[src/wdt_defines.svh]
`ifndef WDT_DEFINES_SVH
`define WDT_DEFINES_SVH

// ==========================================
// register indices (byte address = 4 * index)
`define REG_CONTROL_IDX 3'h0
`define REG_STATUS_IDX 3'h1
`define REG_GUARD_IDX 3'h2
`define REG_EVENT_IDX 3'h3
`define REG_MASK_IDX 3'h4

// ==========================================
// field positions and reset values
`define STATUS_LOCK_BIT 7
`define STATUS_SYNC_BIT 0
`define STATUS_RESET 8'h00
`define EVT_TIMEOUT_BIT 0
`define EVT_EARLY_BIT 1
`define EVT_SYNC_BIT 2
`define EVT_WIDTH 3
`define EVT_RESET 3'h0
`define MASK_RESET 3'h0

// ==========================================
// change guard
// key value is arbitrary
`define UNLOCK_KEY 8'h5A
`define GUARD_WINDOW 3'h4

// ==========================================
// selector encoding and tick counts
`define SEL_OFF 4'h0
`define SEL_MAX 4'hB
`define SEL_SHIFT_BASE 4'h2
`define CNT_W 15
`define SYNC_TICKS 2'h2
`define REFRESH_SYNC_TICKS 2'h2

`endif

[src/wdt_pkg.sv]
package wdt_pkg;

  typedef struct packed
  {
    logic [3:0] window;
    logic [3:0] period;
  } wdt_cfg_s;

  typedef struct packed
  {
    logic early;
    logic timeout;
  } wdt_evt_s;

  typedef enum logic [1:0]
  {
    BOOT_LOAD = 2'b01,
    BOOT_RUN = 2'b10
  } boot_e;

  typedef enum logic [2:0]
  {
    PH_IDLE = 3'b001,
    PH_CLOSED = 3'b010,
    PH_OPEN = 3'b100
  } phase_e;

endpackage

[src/watchdog_config_regs.sv]
`timescale 1ns/1ps
`include "wdt_defines.svh"

module watchdog_config_regs
(
  input wire logic mclk,
  input wire logic rst_n,
  input wire logic [4:0] address,
  input wire logic read,
  input wire logic write,
  input wire logic [31:0] writedata,
  input wire logic [3:0] byteenable,
  output logic [31:0] readdata,
  output logic waitrequest,
  input wire wdt_pkg::wdt_cfg_s fuse_watchdog_config,
  input wire logic watchdog_tick_clock,
  input wire logic watchdog_refresh_instr,
  input wire logic debug_mode,
  output logic sys_reset_req,
  output logic irq
);
  import wdt_pkg::*;

  boot_e boot, next_boot;
  wdt_cfg_s watchdog_control, next_watchdog_control;
  logic lock, next_lock;
  logic domain_sync_pending, next_domain_sync_pending;
  logic [2:0] guard_cnt, next_guard_cnt;
  logic [`EVT_WIDTH-1:0] event_st, next_event_st;
  logic [`EVT_WIDTH-1:0] event_mask, next_event_mask;
  logic rd_valid, next_rd_valid;
  logic [31:0] next_readdata;
  logic next_irq;
  logic [31:0] rd_mux;
  logic [2:0] idx;
  logic [7:0] wdat;
  logic wr_ok, guard_open, cfg_load, cfg_now, cfg_done;
  logic [`EVT_WIDTH-1:0] evt_set, evt_clr;
  wdt_evt_s core_evt;

  // ==========================================
  // bus decode
  always_comb
  begin
    idx = address[4:2];
    wdat = writedata[7:0];
    // reads wait one cycle so read data come from a flip-flop
    waitrequest = (boot != BOOT_RUN) | (read & ~rd_valid);
    wr_ok = write & ~waitrequest & byteenable[0];
    guard_open = (guard_cnt != 3'h0);
  end

  // ==========================================
  // boot load, control and lock
  always_comb
  begin
    next_boot = boot;
    next_watchdog_control = watchdog_control;
    next_lock = lock;
    cfg_load = 1'b0;
    cfg_now = 1'b0;
    case (boot)
      BOOT_LOAD:
      begin
        // fuse sampled by a clocked step after reset release
        next_watchdog_control = fuse_watchdog_config;
        next_lock = (fuse_watchdog_config.period != `SEL_OFF);
        cfg_now = 1'b1;
        next_boot = BOOT_RUN;
      end
      BOOT_RUN:
      begin
        // writes while busy are dropped instead of corrupting a transfer
        if (wr_ok && idx == `REG_CONTROL_IDX && guard_open && !lock
            && !domain_sync_pending)
        begin
          next_watchdog_control = wdat;
          cfg_load = 1'b1;
        end
        if (wr_ok && idx == `REG_STATUS_IDX && guard_open)
        begin
          if (wdat[`STATUS_LOCK_BIT])
            next_lock = 1'b1;
          else if (debug_mode)
            next_lock = 1'b0;
        end
      end
      default:
        next_boot = BOOT_LOAD;
    endcase
  end

  // ==========================================
  // change guard window and sync flag
  always_comb
  begin
    next_guard_cnt = guard_cnt;
    if (wr_ok && idx == `REG_GUARD_IDX && wdat == `UNLOCK_KEY)
      next_guard_cnt = `GUARD_WINDOW;
    else if (guard_open)
      next_guard_cnt = guard_cnt - 3'h1;
    // sync flag is hardware-owned; guard plays no part
    next_domain_sync_pending = domain_sync_pending;
    if (cfg_load)
      next_domain_sync_pending = 1'b1;
    else if (cfg_done)
      next_domain_sync_pending = 1'b0;
  end

  // ==========================================
  // event flags, mask and interrupt
  always_comb
  begin
    evt_set = '0;
    evt_set[`EVT_TIMEOUT_BIT] = core_evt.timeout;
    evt_set[`EVT_EARLY_BIT] = core_evt.early;
    evt_set[`EVT_SYNC_BIT] = cfg_done;
    evt_clr = '0;
    if (wr_ok && idx == `REG_EVENT_IDX)
      evt_clr = wdat[`EVT_WIDTH-1:0];
    // set beats clear so a same-cycle event is kept
    next_event_st = (event_st & ~evt_clr) | evt_set;
    next_event_mask = event_mask;
    if (wr_ok && idx == `REG_MASK_IDX)
      next_event_mask = wdat[`EVT_WIDTH-1:0];
    next_irq = |(next_event_st & next_event_mask);
  end

  // ==========================================
  // read path
  always_comb
  begin
    rd_mux = 32'h0000_0000;
    case (idx)
      `REG_CONTROL_IDX:
        rd_mux[7:0] = watchdog_control;
      `REG_STATUS_IDX:
      begin
        rd_mux[`STATUS_LOCK_BIT] = lock;
        rd_mux[`STATUS_SYNC_BIT] = domain_sync_pending;
      end
      `REG_GUARD_IDX:
        rd_mux[0] = guard_open;
      `REG_EVENT_IDX:
        rd_mux[`EVT_WIDTH-1:0] = event_st;
      `REG_MASK_IDX:
        rd_mux[`EVT_WIDTH-1:0] = event_mask;
      default:
        rd_mux = 32'h0000_0000;
    endcase
    next_rd_valid = read & ~rd_valid & (boot == BOOT_RUN);
    next_readdata = next_rd_valid ? rd_mux : readdata;
  end

  // ==========================================
  // registers
  always_ff @(posedge mclk or negedge rst_n)
  begin
    if (!rst_n)
    begin
      boot <= BOOT_LOAD;
      watchdog_control <= '0;
      lock <= 1'b0;
      domain_sync_pending <= 1'b0;
      guard_cnt <= 3'h0;
      event_st <= `EVT_RESET;
      event_mask <= `MASK_RESET;
      rd_valid <= 1'b0;
      readdata <= 32'h0000_0000;
      irq <= 1'b0;
    end
    else
    begin
      boot <= next_boot;
      watchdog_control <= next_watchdog_control;
      lock <= next_lock;
      domain_sync_pending <= next_domain_sync_pending;
      guard_cnt <= next_guard_cnt;
      event_st <= next_event_st;
      event_mask <= next_event_mask;
      rd_valid <= next_rd_valid;
      readdata <= next_readdata;
      irq <= next_irq;
    end
  end

  // ==========================================
  // watchdog counter on tick edges
  wdt_tick_core u_core
  (
    .mclk(mclk),
    .rst_n(rst_n),
    .watchdog_tick_clock(watchdog_tick_clock),
    .debug_mode(debug_mode),
    .watchdog_refresh_instr(watchdog_refresh_instr),
    .cfg_load(cfg_load),
    .cfg_now(cfg_now),
    .cfg_in(next_watchdog_control),
    .cfg_done(cfg_done),
    .evt(core_evt),
    .sys_reset_req(sys_reset_req)
  );

  // ==========================================
  // checks
  lock_clear_debug_a: assert property (@(posedge mclk) disable iff (!rst_n)
    $fell(lock) |-> $past(debug_mode) && $past(guard_open))
    else $error("lock cleared outside debug mode");
  control_locked_a: assert property (@(posedge mclk) disable iff (!rst_n)
    ($past(lock) && $past(boot) == BOOT_RUN) |-> $stable(watchdog_control))
    else $error("control changed while locked");
  control_guarded_a: assert property (@(posedge mclk) disable iff (!rst_n)
    ($past(boot) == BOOT_RUN && !$stable(watchdog_control)) |-> $past(guard_open))
    else $error("control changed without unlock key");
  sync_flag_set_a: assert property (@(posedge mclk) disable iff (!rst_n)
    (wr_ok && idx == `REG_CONTROL_IDX && guard_open && !lock && !domain_sync_pending
     && boot == BOOT_RUN) |=> domain_sync_pending [*2])
    else $error("sync flag not held after control write");
  boot_lock_a: assert property (@(posedge mclk) disable iff (!rst_n)
    (boot == BOOT_LOAD) |=> (lock == (fuse_watchdog_config.period != `SEL_OFF)
                             ## 0 watchdog_control == $past(fuse_watchdog_config)))
    else $error("boot load of fuse or lock wrong");
  guard_expiry_a: assert property (@(posedge mclk) disable iff (!rst_n)
    (guard_cnt == `GUARD_WINDOW) |-> ##4 (guard_cnt == 3'h0 || $past(wr_ok)))
    else $error("unlock window longer than four cycles");
  irq_level_a: assert property (@(posedge mclk) disable iff (!rst_n)
    ##1 (irq == |(event_st & event_mask)))
    else $error("interrupt does not follow masked flags");
  read_answer_a: assert property (@(posedge mclk) disable iff (!rst_n)
    (read && boot == BOOT_RUN && !rd_valid) |=> (!waitrequest ##1 !rd_valid))
    else $error("read not answered after one wait cycle");

endmodule

[src/wdt_tick_core.sv]
`timescale 1ns/1ps
`include "wdt_defines.svh"

module wdt_tick_core
(
  input wire logic mclk,
  input wire logic rst_n,
  input wire logic watchdog_tick_clock,
  input wire logic debug_mode,
  input wire logic watchdog_refresh_instr,
  input wire logic cfg_load,
  input wire logic cfg_now,
  input wire wdt_pkg::wdt_cfg_s cfg_in,
  output logic cfg_done,
  output wdt_pkg::wdt_evt_s evt,
  output logic sys_reset_req
);
  import wdt_pkg::*;

  // length in ticks: 8 << (code - 1); reserved or zero codes give 0 (off)
  function automatic logic [`CNT_W-1:0] sel_len(input logic [3:0] code);
    logic [`CNT_W-1:0] one;
    one = `CNT_W'(1);
    if (code == `SEL_OFF || code > `SEL_MAX)
      return '0;
    return one << (code + `SEL_SHIFT_BASE);
  endfunction

  logic tick_q, next_tick_q;
  wdt_cfg_s cfg, next_cfg, cfg_hold, next_cfg_hold;
  logic sync_busy, next_sync_busy;
  logic [1:0] sync_cnt, next_sync_cnt;
  logic ref_busy, next_ref_busy;
  logic [1:0] ref_cnt, next_ref_cnt;
  phase_e phase, next_phase;
  logic [`CNT_W-1:0] cnt, next_cnt;
  logic armed, next_armed;
  logic next_cfg_done, next_sys_reset_req;
  wdt_evt_s next_evt;
  logic tick, ref_fire, cfg_apply;
  logic [`CNT_W-1:0] open_len, closed_len;

  // ==========================================
  // next state
  always_comb
  begin
    tick = watchdog_tick_clock & ~tick_q;
    next_tick_q = watchdog_tick_clock;
    next_cfg = cfg;
    next_cfg_hold = cfg_hold;
    next_sync_busy = sync_busy;
    next_sync_cnt = sync_cnt;
    next_cfg_done = 1'b0;
    cfg_apply = 1'b0;
    // control crosses into the tick domain over two tick edges
    if (cfg_now)
    begin
      next_cfg = cfg_in;
      next_sync_busy = 1'b0;
      cfg_apply = 1'b1;
    end
    else if (cfg_load)
    begin
      next_cfg_hold = cfg_in;
      next_sync_busy = 1'b1;
      next_sync_cnt = 2'h0;
    end
    else if (sync_busy && tick)
    begin
      if (sync_cnt == `SYNC_TICKS - 2'h1)
      begin
        next_cfg = cfg_hold;
        next_sync_busy = 1'b0;
        next_cfg_done = 1'b1;
        cfg_apply = 1'b1;
      end
      else
        next_sync_cnt = sync_cnt + 2'h1;
    end
    // refresh also needs tick edges before it counts
    next_ref_busy = ref_busy;
    next_ref_cnt = ref_cnt;
    ref_fire = 1'b0;
    if (watchdog_refresh_instr)
    begin
      next_ref_busy = 1'b1;
      next_ref_cnt = 2'h0;
    end
    else if (ref_busy && tick)
    begin
      if (ref_cnt == `REFRESH_SYNC_TICKS - 2'h1)
      begin
        ref_fire = 1'b1;
        next_ref_busy = 1'b0;
      end
      else
        next_ref_cnt = ref_cnt + 2'h1;
    end
    open_len = sel_len(cfg.period);
    closed_len = sel_len(cfg.window);
    next_phase = phase;
    next_cnt = cnt;
    next_armed = armed;
    next_evt = '0;
    next_sys_reset_req = 1'b0;
    // debug halt or new config restarts; window only after first refresh
    if (debug_mode || open_len == '0 || cfg_apply)
    begin
      next_phase = PH_IDLE;
      next_cnt = '0;
      next_armed = 1'b0;
    end
    else
    begin
      case (phase)
        PH_IDLE:
        begin
          next_cnt = '0;
          next_phase = (armed && closed_len != '0) ? PH_CLOSED : PH_OPEN;
        end
        PH_CLOSED:
        begin
          if (ref_fire)
          begin
            next_evt.early = 1'b1;
            next_sys_reset_req = 1'b1;
            next_phase = PH_IDLE;
            next_armed = 1'b0;
          end
          else if (tick)
          begin
            if (cnt == closed_len - `CNT_W'(1))
            begin
              next_cnt = '0;
              next_phase = PH_OPEN;
            end
            else
              next_cnt = cnt + `CNT_W'(1);
          end
        end
        PH_OPEN:
        begin
          if (ref_fire)
          begin
            next_cnt = '0;
            next_armed = 1'b1;
            next_phase = (closed_len != '0) ? PH_CLOSED : PH_OPEN;
          end
          else if (tick)
          begin
            if (cnt == open_len - `CNT_W'(1))
            begin
              next_evt.timeout = 1'b1;
              next_sys_reset_req = 1'b1;
              next_phase = PH_IDLE;
              next_armed = 1'b0;
            end
            else
              next_cnt = cnt + `CNT_W'(1);
          end
        end
        default:
          next_phase = PH_IDLE;
      endcase
    end
  end

  // ==========================================
  // registers
  always_ff @(posedge mclk or negedge rst_n)
  begin
    if (!rst_n)
    begin
      tick_q <= 1'b0;
      cfg <= '0;
      cfg_hold <= '0;
      sync_busy <= 1'b0;
      sync_cnt <= 2'h0;
      ref_busy <= 1'b0;
      ref_cnt <= 2'h0;
      phase <= PH_IDLE;
      cnt <= '0;
      armed <= 1'b0;
      cfg_done <= 1'b0;
      evt <= '0;
      sys_reset_req <= 1'b0;
    end
    else
    begin
      tick_q <= next_tick_q;
      cfg <= next_cfg;
      cfg_hold <= next_cfg_hold;
      sync_busy <= next_sync_busy;
      sync_cnt <= next_sync_cnt;
      ref_busy <= next_ref_busy;
      ref_cnt <= next_ref_cnt;
      phase <= next_phase;
      cnt <= next_cnt;
      armed <= next_armed;
      cfg_done <= next_cfg_done;
      evt <= next_evt;
      sys_reset_req <= next_sys_reset_req;
    end
  end

  // ==========================================
  // checks
  early_refresh_a: assert property (@(posedge mclk) disable iff (!rst_n)
    (phase == PH_CLOSED && ref_fire && !debug_mode && !cfg_apply) |=> (sys_reset_req && evt.early))
    else $error("refresh in closed window did not reset");
  timeout_length_a: assert property (@(posedge mclk) disable iff (!rst_n)
    evt.timeout |-> ($past(phase) == PH_OPEN && $past(cnt) == $past(open_len) - `CNT_W'(1)))
    else $error("timeout fired at wrong count");
  sync_done_a: assert property (@(posedge mclk) disable iff (!rst_n)
    cfg_done |-> ($past(sync_busy) && !sync_busy && cfg == $past(cfg_hold)))
    else $error("sync completion without transfer");

endmodule
[config.mk]
export PLATFORM = sky130hd
export DESIGN_NAME = watchdog_config_regs
export DESIGN_NICKNAME = d
export VERILOG_FILES = /design/src/wdt_pkg.sv /design/src/watchdog_config_regs.sv /design/src/wdt_tick_core.sv
export VERILOG_INCLUDE_DIRS = /design/src
export SDC_FILE = /design/constraint.sdc
export NUM_CORES = 1
export LEC_CHECK = 0
export BUFFER_PORTS_ARGS = -buffer_cell sky130_fd_sc_hd__buf_2
export CAP_MARGIN = 15
export CELL_PAD_IN_SITES_DETAIL_PLACEMENT = 1
export CELL_PAD_IN_SITES_GLOBAL_PLACEMENT = 1
export CORE_MARGIN = 2
export CORE_UTILIZATION = 46
export CTS_CLUSTER_DIAMETER = 60
export DETAILED_ROUTE_END_ITERATION = 16
export PLACE_DENSITY = 0.95
export SLEW_MARGIN = 20
export SYNTH_ARGS = -nofsm -noshare
export SYNTH_HDL_FRONTEND = slang
export SYNTH_SLANG_ARGS = --single-unit
export TNS_END_PERCENT = 20
[constraint.sdc]
create_clock -name mclk -period 5.8 [get_ports mclk]
set_clock_uncertainty 0.15 [all_clocks]
set_input_delay 0.29 -clock mclk [delete_from_list [all_inputs] [get_ports mclk]]
set_output_delay 0.29 -clock mclk [all_outputs]
set_load 0.05 [all_outputs]
==> results of run 1 <==
-- area by class of cell --
class | instances | area share (%)
Sequential cell | 77 | 31.5
Inverter | 29 | 1.78
Timing Repair Buffer | 44 | 4.38
Tap cell | 147 | 3.01
Multi-Input combinational cell | 514 | 53.8
Clock buffer | 10 | 3.74
Clock inverter | 6 | 1.82
-- worst paths after layout --
kind                                 startpoint                   to  slack [ns]  cells after the start
worst max-delay path              u_core.cfg[5]        u_core.cnt[4]        1.10                     14
max in group asynchronous                 rst_n              boot[0]        4.64                      3
min in group asynchronous                 rst_n        u_core.cnt[9]        0.22                      2
worst min-delay path                 address[3]          readdata[7]        0.14                      2
worst min register to register  u_core.cfg_done  domain_sync_pending        0.32                      1
worst max register to register    u_core.cfg[5]        u_core.cnt[4]        1.10                     14
-- metrics by stage --
stage / cells / setup slack [ns] / util, % / total power, mW
6_report: 827 / 1.10 / 51.2 / 1.59
5_1_grt: 827 / 0.813 / 51.2 / 1.65
4_1_cts: 826 / 1.18 / 50.9 / 1.59
3_5_place_dp: 807 / 1.28 / 47.8 / 0.929
3_3_place_gp: 807 / 1.41 / 47.8 / 0.897
2_1_floorplan: 686 / 1.94 / - / 0.854
-- worst max-delay path: cells and delay by family, from the launching register on --
| kind | cells | cell delay (ns) |
|---|---|---|
| AND/OR/NAND/NOR | 7 | 1.73 |
| adder cells (fa/ha/maj) | 2 | 0.82 |
| AO/OA/AOI/OAI | 5 | 1.32 |
| flip-flops | 1 | 0.54 |
-- logic make-up (layout without fill, tap and decap cells) --
group           Yosys count  after routing  synth area share, %
compound gates          194            194                 23.3
other cells               1             24               0.0667
flops                    77             77                 34.3
buf+inv                  95             89                 8.70
mux                      11             11                 2.05
xor+xnor                 26             26                 4.05
simple gates            247            247                 24.9
fa+ha+maj                12             12                 2.67
-- power breakdown --
| part | total (mW) | switching [mW] | internal, mW | leakage, nW |
|---|---|---|---|---|
| Clock | 0.654 | 0.234 | 0.421 | 0.163 |
| Sequential | 0.597 | 0.0290 | 0.568 | 0.992 |
| Combinational | 0.340 | 0.229 | 0.112 | 1.55 |
-- per-layer routing --
| metal | wire [µm] | vias up |
|---|---|---|
| met5 | 0 | - |
| met4 | 704 | 0 |
| met3 | 765 | 63 |
| met2 | 8820 | 188 |
| met1 | 7040 | 2646 |
| li1 | - | 2375 |
-- sequential cells by signal, summed over array words and instances (netlist names), 2 cells and up --
register and count:
u_core.cfg_hold 8, u_core.cfg 8, boot 2, event_mask 3
u_core.phase 3, event_st 3, u_core.ref_cnt 2, watchdog_control 8
readdata 8, u_core.cnt 15, u_core.sync_cnt 2, u_core.evt 2
guard_cnt 3
-- cell usage after synthesis, types with 3 or more instances --
library cell  instances  area [µm²]
or3_1                13        81.3
xor2_1               12         105
a31oi_1              11        68.8
nor3b_1               9        67.6
nor2_1               49         184
or2_2                 4        25.0
a22oi_1              13        97.6
a211oi_1             17         128
and3_1                6        37.5
o211a_1               3        30.0
a21o_1               11        82.6
nor3_1               15        75.1
nor4_1                8        50.1
a21oi_1              43         215
a22o_1                6        52.6
o211ai_1              6        45.0
buf_6                 3        33.8
xnor2_1              14         123
nand3b_1              4        30.0
mux2i_1               7        70.1
and3b_1               4        35.0
clkbuf_1             26        97.6
mux2_2                4        45.0
nand2b_1             11        68.8
o22ai_1               5        31.3
dfrtp_1              75        1880
buf_4                26         195
o21bai_1              6        45.0
nor2b_1              23         144
o21ai_0              35         175
or2_1                 3        18.8
nor3b_2               3        37.5
buf_2                10        50.1
inv_1                29         109
ha_1                 12         150
nand3_1              28         140
o21ai_1               8        40.0
nand2_1              45         169
o2111ai_1             3        26.3
==> flow_summary.toml, run 1 <==
[synthesis]
ys_dominant_reg_cell = "dfrtp_1"
synth_edf_count = 0
async_set_or_reset_register_ratio_after_synthesis_pct = 100
mappedNetlistArea_mm2 = 0.00562
yosysWarningCount = 0
syn-mean-instance-area_um2 = 8.48
number_of_standard_cells_after_synthesis = 663
yosysSeqAreaShare_pct = 34.3
number_of_distinct_library_cells_after_synthesis = 79
seq_cells_post_synth = 77

[layout]
mostFrequentLayoutCells = "75 x dfrtp_1, 49 x nor2_1, 45 x nand2_1, 43 x a21oi_1, 36 x buf_2"
multi_input_area_mm2 = 0.00329
final_layout_size_suffix_gt1_share_pct = 12.6
areaGrowthSynthToFinish_pct = 8.86
sequential_cell_area_mm2 = 0.00193
finish.net_count = 743
antenna_cells = 0
final.fill_count = 1393
most_frequent_standard_cell_in_the_layout_excluding_fill_and_tap_cells = "dfrtp_1"
fin_area_mm2 = 0.00612

[routing]
dr.first_iter.drc_count = 352
overall_via_count_from_detail_route = 5272
wl_per_cell_um = 21.0
drtPass1Iterations = 5
routed_wl_um = 17300
drt.antenna.violating_nets = 0
remaining_drc_errors = 0
routed_via_density = 6.37

[worst_setup_path]
critPathMostFrequentCell = "ha_1"
worstPathRequired_ns = 5.87
timing.critical_path.slowest_stage_cell = "dfrtp_1"
setup.worst_path.start_class = "register"
worstPathArrival_ns = 4.77
worst_path_largest_cell_delay_ns = 0.54
worstSetupPathType = "register to register"
crit_chain = "ha_1 -> or2_1 -> o21ai_1 -> nand3_1 -> ha_1 -> and3b_1 -> a31o_2 -> nor4_1 -> o32ai_1 -> nor4_2 -> nor4b_4 -> o22ai_1 -> a211oi_1 -> nor2_1"
maximum_fanout_along_the_worst_path = 15
crit_path_end_kind = "register"

[sta]
setup_viol_count_final = 0
final-max-slew-violation-count = 0
final.min_clock_period_ns = 4.70
worst_pin_slew_ns = 0.936
rsz_0062_raised_after_global_routing = "no"
timing.setup.tns_ns = 0
max_slew_margin_vs_limit_pct = 36.0
timing.final.crit_share_pct = 81.0
fmax_mhz = 213
finalHoldWorstSlack_ns = 0.143
final_number_of_hold_violating_endpoints = 0

[worst_hold_path]
hp-class = "primary input to register"

[global_route]
antenna_found_initial = 0
grt_use_met2_pct = 47.3
grt_start_max_net_pins = 78
grt_pass1_vias = 5517
global_route.peak_usage_layer = "met2"
grt_usage_pct = 27.5
overflow = 0
grt_first_pass_wirelength_um = 28600
groute.layer.met1.usage_pct = 33.4
groute.layer.met3.usage_pct = 4.39

[clock_tree]
clock_insertion_delay_worst_skew_ns = 0.35
tritoncts = "done"
number_of_hold_repair_buffers_added_at_the_cts_stage = 3
cts.reportedPaths.clkPinSlew_ns = 0.06
ctsLongestPathBuffers = 2
clock_sink_count = 77
cts_inserted_buffers = 9
clock_tree.root_cell = "clkbuf_16"
post_cts.repair.setup_buffers = 0
cts.htree.levels = 3
cts.repair.resized = 0

[floorplanning]
die_height_um = 115
die_area_mm2 = 0.0131
rows = 40
core-area_mm2 = 0.0120
initial_core_utilization_pct = 47.0
number_of_primary_i_o_pins = 91
die_w_um = 115

[status]
outcome = "finished, final reports clean"

[power]
static-leakage-power_nw = 2.71
power_density_mw_per_mm2 = 260
max-vdd-ir-drop_v = 0.000238

[placed_design]
port_buffers = 37
hpwlAfterDp_um = 11900
gpl.final_weighted_congestion = 0.886
placement.cell_area_mm2 = 0.00572

[job]
cap_viol_max_count = 0
Note: power is estimated with default switching activity, not from simulation.
==> run 2, diff against run 1 <==
--- a/config.mk
+++ b/config.mk
@@ -6,15 +6,16 @@
 export SDC_FILE = /design/constraint.sdc
 export NUM_CORES = 1
 export LEC_CHECK = 0
+export ABC_AREA = 1
 export BUFFER_PORTS_ARGS = -buffer_cell sky130_fd_sc_hd__buf_2
 export CAP_MARGIN = 15
 export CELL_PAD_IN_SITES_DETAIL_PLACEMENT = 1
 export CELL_PAD_IN_SITES_GLOBAL_PLACEMENT = 1
 export CORE_MARGIN = 2
-export CORE_UTILIZATION = 46
+export CORE_UTILIZATION = 41
 export CTS_CLUSTER_DIAMETER = 60
 export DETAILED_ROUTE_END_ITERATION = 16
-export PLACE_DENSITY = 0.95
+export PLACE_DENSITY = 0.93
 export SLEW_MARGIN = 20
 export SYNTH_ARGS = -nofsm -noshare
 export SYNTH_HDL_FRONTEND = slang
==> constraint.sdc (replaced) <==
create_clock -name mclk -period 4.9 [get_ports mclk]
set_clock_uncertainty 0.15 [all_clocks]
set_input_delay 0.245 -clock mclk [delete_from_list [all_inputs] [get_ports mclk]]
set_output_delay 0.245 -clock mclk [all_outputs]
set_load 0.05 [all_outputs]
==> run 2 against run 1 <==
Largest power group unchanged. Total power is 26% higher. Worst setup slack lost 0.27 ns. Combinational power up 56%. Clock-buffer cell count increased by 1. First-iteration DRC count increased by 32%. Sequential share of layout area is 2.7 points lower. Die area up 21%. Sequential power grew 21%.
==> flow_summary.toml, run 2 <==
[status]
outcome = "finished, final reports clean"

[layout]
sequential_cell_area_mm2 = 0.00193
top_register = "u_core.cnt"
finish.net_count = 1030
largest_register_ff_count = 15
mostFrequentLayoutCells = "260 x nand2_1, 124 x inv_1, 97 x nand3_1, 92 x nor2_1, 75 x dfrtp_1"
utilization_pct = 46.1
multi_input_area_mm2 = 0.00349
areaGrowthSynthToFinish_pct = 9.66
final.fill_count = 1980
fin_area_mm2 = 0.00670
antenna_cells = 0
final_layout_size_suffix_gt1_share_pct = 10.2
most_frequent_standard_cell_in_the_layout_excluding_fill_and_tap_cells = "nand2_1"

[global_route]
grt_usage_pct = 25.5
grt_first_pass_wirelength_um = 32900
overflow = 0
grt_start_max_net_pins = 47
antenna_found_initial = 0
grt_pass1_vias = 6599

[synthesis]
synth_mux_area_share_pct = 0.164
yosysTopAreaCell = "dfrtp_1"
mappedNetlistArea_mm2 = 0.00611
synth_top_family_by_area = "simple AND/OR/NAND/NOR gates"
yosysMostFrequentCell = "nand2_1"
ys_dominant_reg_cell = "dfrtp_1"
yosysWarningCount = 0
seq_cells_post_synth = 77
number_of_distinct_library_cells_after_synthesis = 50
post_synth_fa_ha_maj_area_fraction_pct = 2.46
number_of_standard_cells_after_synthesis = 928
syn-mean-instance-area_um2 = 6.59
synth_xor_area_share_pct = 3.54
post_synthesis_compound_gate_area_fraction_pct = 11.5
post_synth_most_frequent_cells = "260 x nand2_1, 124 x inv_1, 97 x nand3_1"
simple_gate_share_of_the_synthesized_area_pct = 38.0
synth_edf_count = 0
yosysSeqAreaShare_pct = 31.6
synth_top_cell_area_share_pct = 30.7
async_set_or_reset_register_ratio_after_synthesis_pct = 100
synth_area_leaders = "dfrtp_1 31%, nand2_1 16%, nand3_1 7.9%, inv_1 7.6%, nor2_1 5.6%"

[clock_tree]
clock_insertion_delay_worst_skew_ns = 0.35
clock_tree.root_cell = "clkbuf_16"
clock_sink_count = 77
cts_inserted_buffers = 9
ctsLongestPathBuffers = 2
cts.reportedPaths.clkPinSlew_ns = 0.06
tritoncts = "done"
post_cts.repair.setup_buffers = 0
cts.htree.levels = 3

[routing]
wl_per_cell_um = 17.0
drt.antenna.violating_nets = 0
remaining_drc_errors = 0
routed_wl_um = 19600
dr.first_iter.drc_count = 466
drtPass1Iterations = 5
overall_via_count_from_detail_route = 6371
routed_via_density = 5.54

[job]
cap_viol_max_count = 0

[sta]
final.min_clock_period_ns = 4.07
fmax_mhz = 246
setup_viol_count_final = 0
final_number_of_hold_violating_endpoints = 0
max_slew_margin_vs_limit_pct = 42.6
worst_pin_slew_ns = 0.861
rsz_0062_raised_after_global_routing = "no"
timing.setup.tns_ns = 0
final-max-slew-violation-count = 0
timing.final.crit_share_pct = 83.1

[floorplanning]
rows = 44
die_height_um = 126
core-area_mm2 = 0.0145
die_w_um = 126
number_of_primary_i_o_pins = 91
initial_core_utilization_pct = 42.1
die_area_mm2 = 0.0159

[worst_setup_path]
crit_chain = "ha_1 -> nor2_1 -> nand2_1 -> nor2_1 -> inv_1 -> ha_1 -> xor2_1 -> nand2_1 -> nor2_1 -> nand2_1 -> nor2_1 -> nand2_1 -> nor2_1 -> nand2_1 -> nor2_2 -> nand4_2 -> nand2_4 -> inv_1 -> nand3_1 -> nand2_1"
critPathMostFrequentCell = "nand2_1"
cp_num_buf_inv = 2
worstPathArrival_ns = 4.15
worst_path_largest_cell_delay_ns = 0.51
worstPathRequired_ns = 4.98
timing.reg2reg.worst_path_depth = 20
family_of_cells_with_the_greatest_summed_delay_on_the_critical_path = "simple AND/OR/NAND/NOR gates"
maximum_fanout_along_the_worst_path = 17
timing.critical_path.depth = 20
crit_path_end_kind = "register"
worstSetupPathType = "register to register"
timing.critical_path.slowest_stage_cell = "dfrtp_1"
setup.worst_path.start_class = "register"

[power]
p_sw_share_pct = 35.1
power.clock.fraction_pct = 37.6
pwr-share-comb_pct = 26.4
power.net_switching_mw = 0.705
max-vdd-ir-drop_v = 0.000281
static-leakage-power_nw = 3.46
design_power_total_mw = 2.01
p_int_mw = 1.30
flop_pwr_share_pct = 36.0
power_density_mw_per_mm2 = 299

[placed_design]
placement.cell_area_mm2 = 0.00634
port_buffers = 37
gpl.final_weighted_congestion = 0.890
hpwlAfterDp_um = 14600

[worst_hold_path]
hp-class = "primary input to register"
worstHoldPathCells = 3
run 2: cell count changes in the layout (fill, tap and decap cells not counted), sizes merged, moves of 13 or more:
cell,before,now
nor2b,23,0
nor2,50,108
nand2,45,271
o21ai,43,71
a21oi,43,27
nand4,1,21
a211oi,17,1
or3,13,0
inv,29,129
a22oi,13,0
nand3,28,101
run 2: power by group through the flow:
stage	Sequential (mW)	Combinational [mW]	Clock [mW]
floorplan	0.753	0.381	0
global placement	0.727	0.494	0
detailed placement	0.731	0.519	0
CTS	0.721	0.529	0.761
global route	0.728	0.594	0.789
finish	0.722	0.531	0.755
run 2: logic make-up (layout without fill, tap and decap cells):
logic type | Yosys count | in the layout
other | 1 | 24
AO/OA/AOI/OAI | 121 | 121
XOR/XNOR | 23 | 23
multiplexers | 1 | 1
adder cells (fa/ha/maj) | 12 | 12
AND/OR/NAND/NOR | 522 | 522
flip-flops | 77 | 77
buffers and inverters | 171 | 187
run 2: through the flow:
stage / std cells / setup slack (ns) / hold slack, ns
3_5_place_dp: 1132 / 0.875 / 0.0567
4_1_cts: 1151 / 0.845 / 0.0121
5_1_grt: 1151 / 0.472 / 0.0306
3_3_place_gp: 1132 / 1.03 / 0.0530
2_1_floorplan: 951 / 1.91 / -0.201
6_report: 1151 / 0.827 / 0.0124
run 2: metal layers:
metal	vias up	routed length (µm)	global-route usage, %
li1	3019	-	-
met1	3072	8160	31.5
met2	227	9850	44.3
met3	53	967	3.74
met4	0	634	11.1
met5	-	0	0
run 2: worst min-delay path: stages:
cell and delay (ns):
buf_2 0.09, inv_1 0.06, nor3_1 0.07
run 2: area by class of cell:
type | instances | area share (%)
Tap cell | 184 | 3.43
Sequential cell | 77 | 28.8
Timing Repair Buffer | 41 | 3.36
Clock inverter | 5 | 1.21
Multi-Input combinational cell | 703 | 52.1
Clock buffer | 11 | 3.77
Inverter | 130 | 7.32
run 2: worst paths after layout:
check | startpoint | to | slack, ns
max in group asynchronous | rst_n | u_core.cnt[0] | 3.40
max | u_core.cfg[1] | u_core.cnt[9] | 0.83
min in group asynchronous | rst_n | guard_cnt[2] | 0.22
max reg2reg | u_core.cfg[1] | u_core.cnt[9] | 0.83
min reg2reg | u_core.evt[0] | event_st[0] | 0.33
min | read | rd_valid | 0.01
run 2: what timing repair did:
action                    in CTS  in global routing
hold buffers                   3                  0
hold endpoints to repair      33                  0
gates resized for setup        0                  0
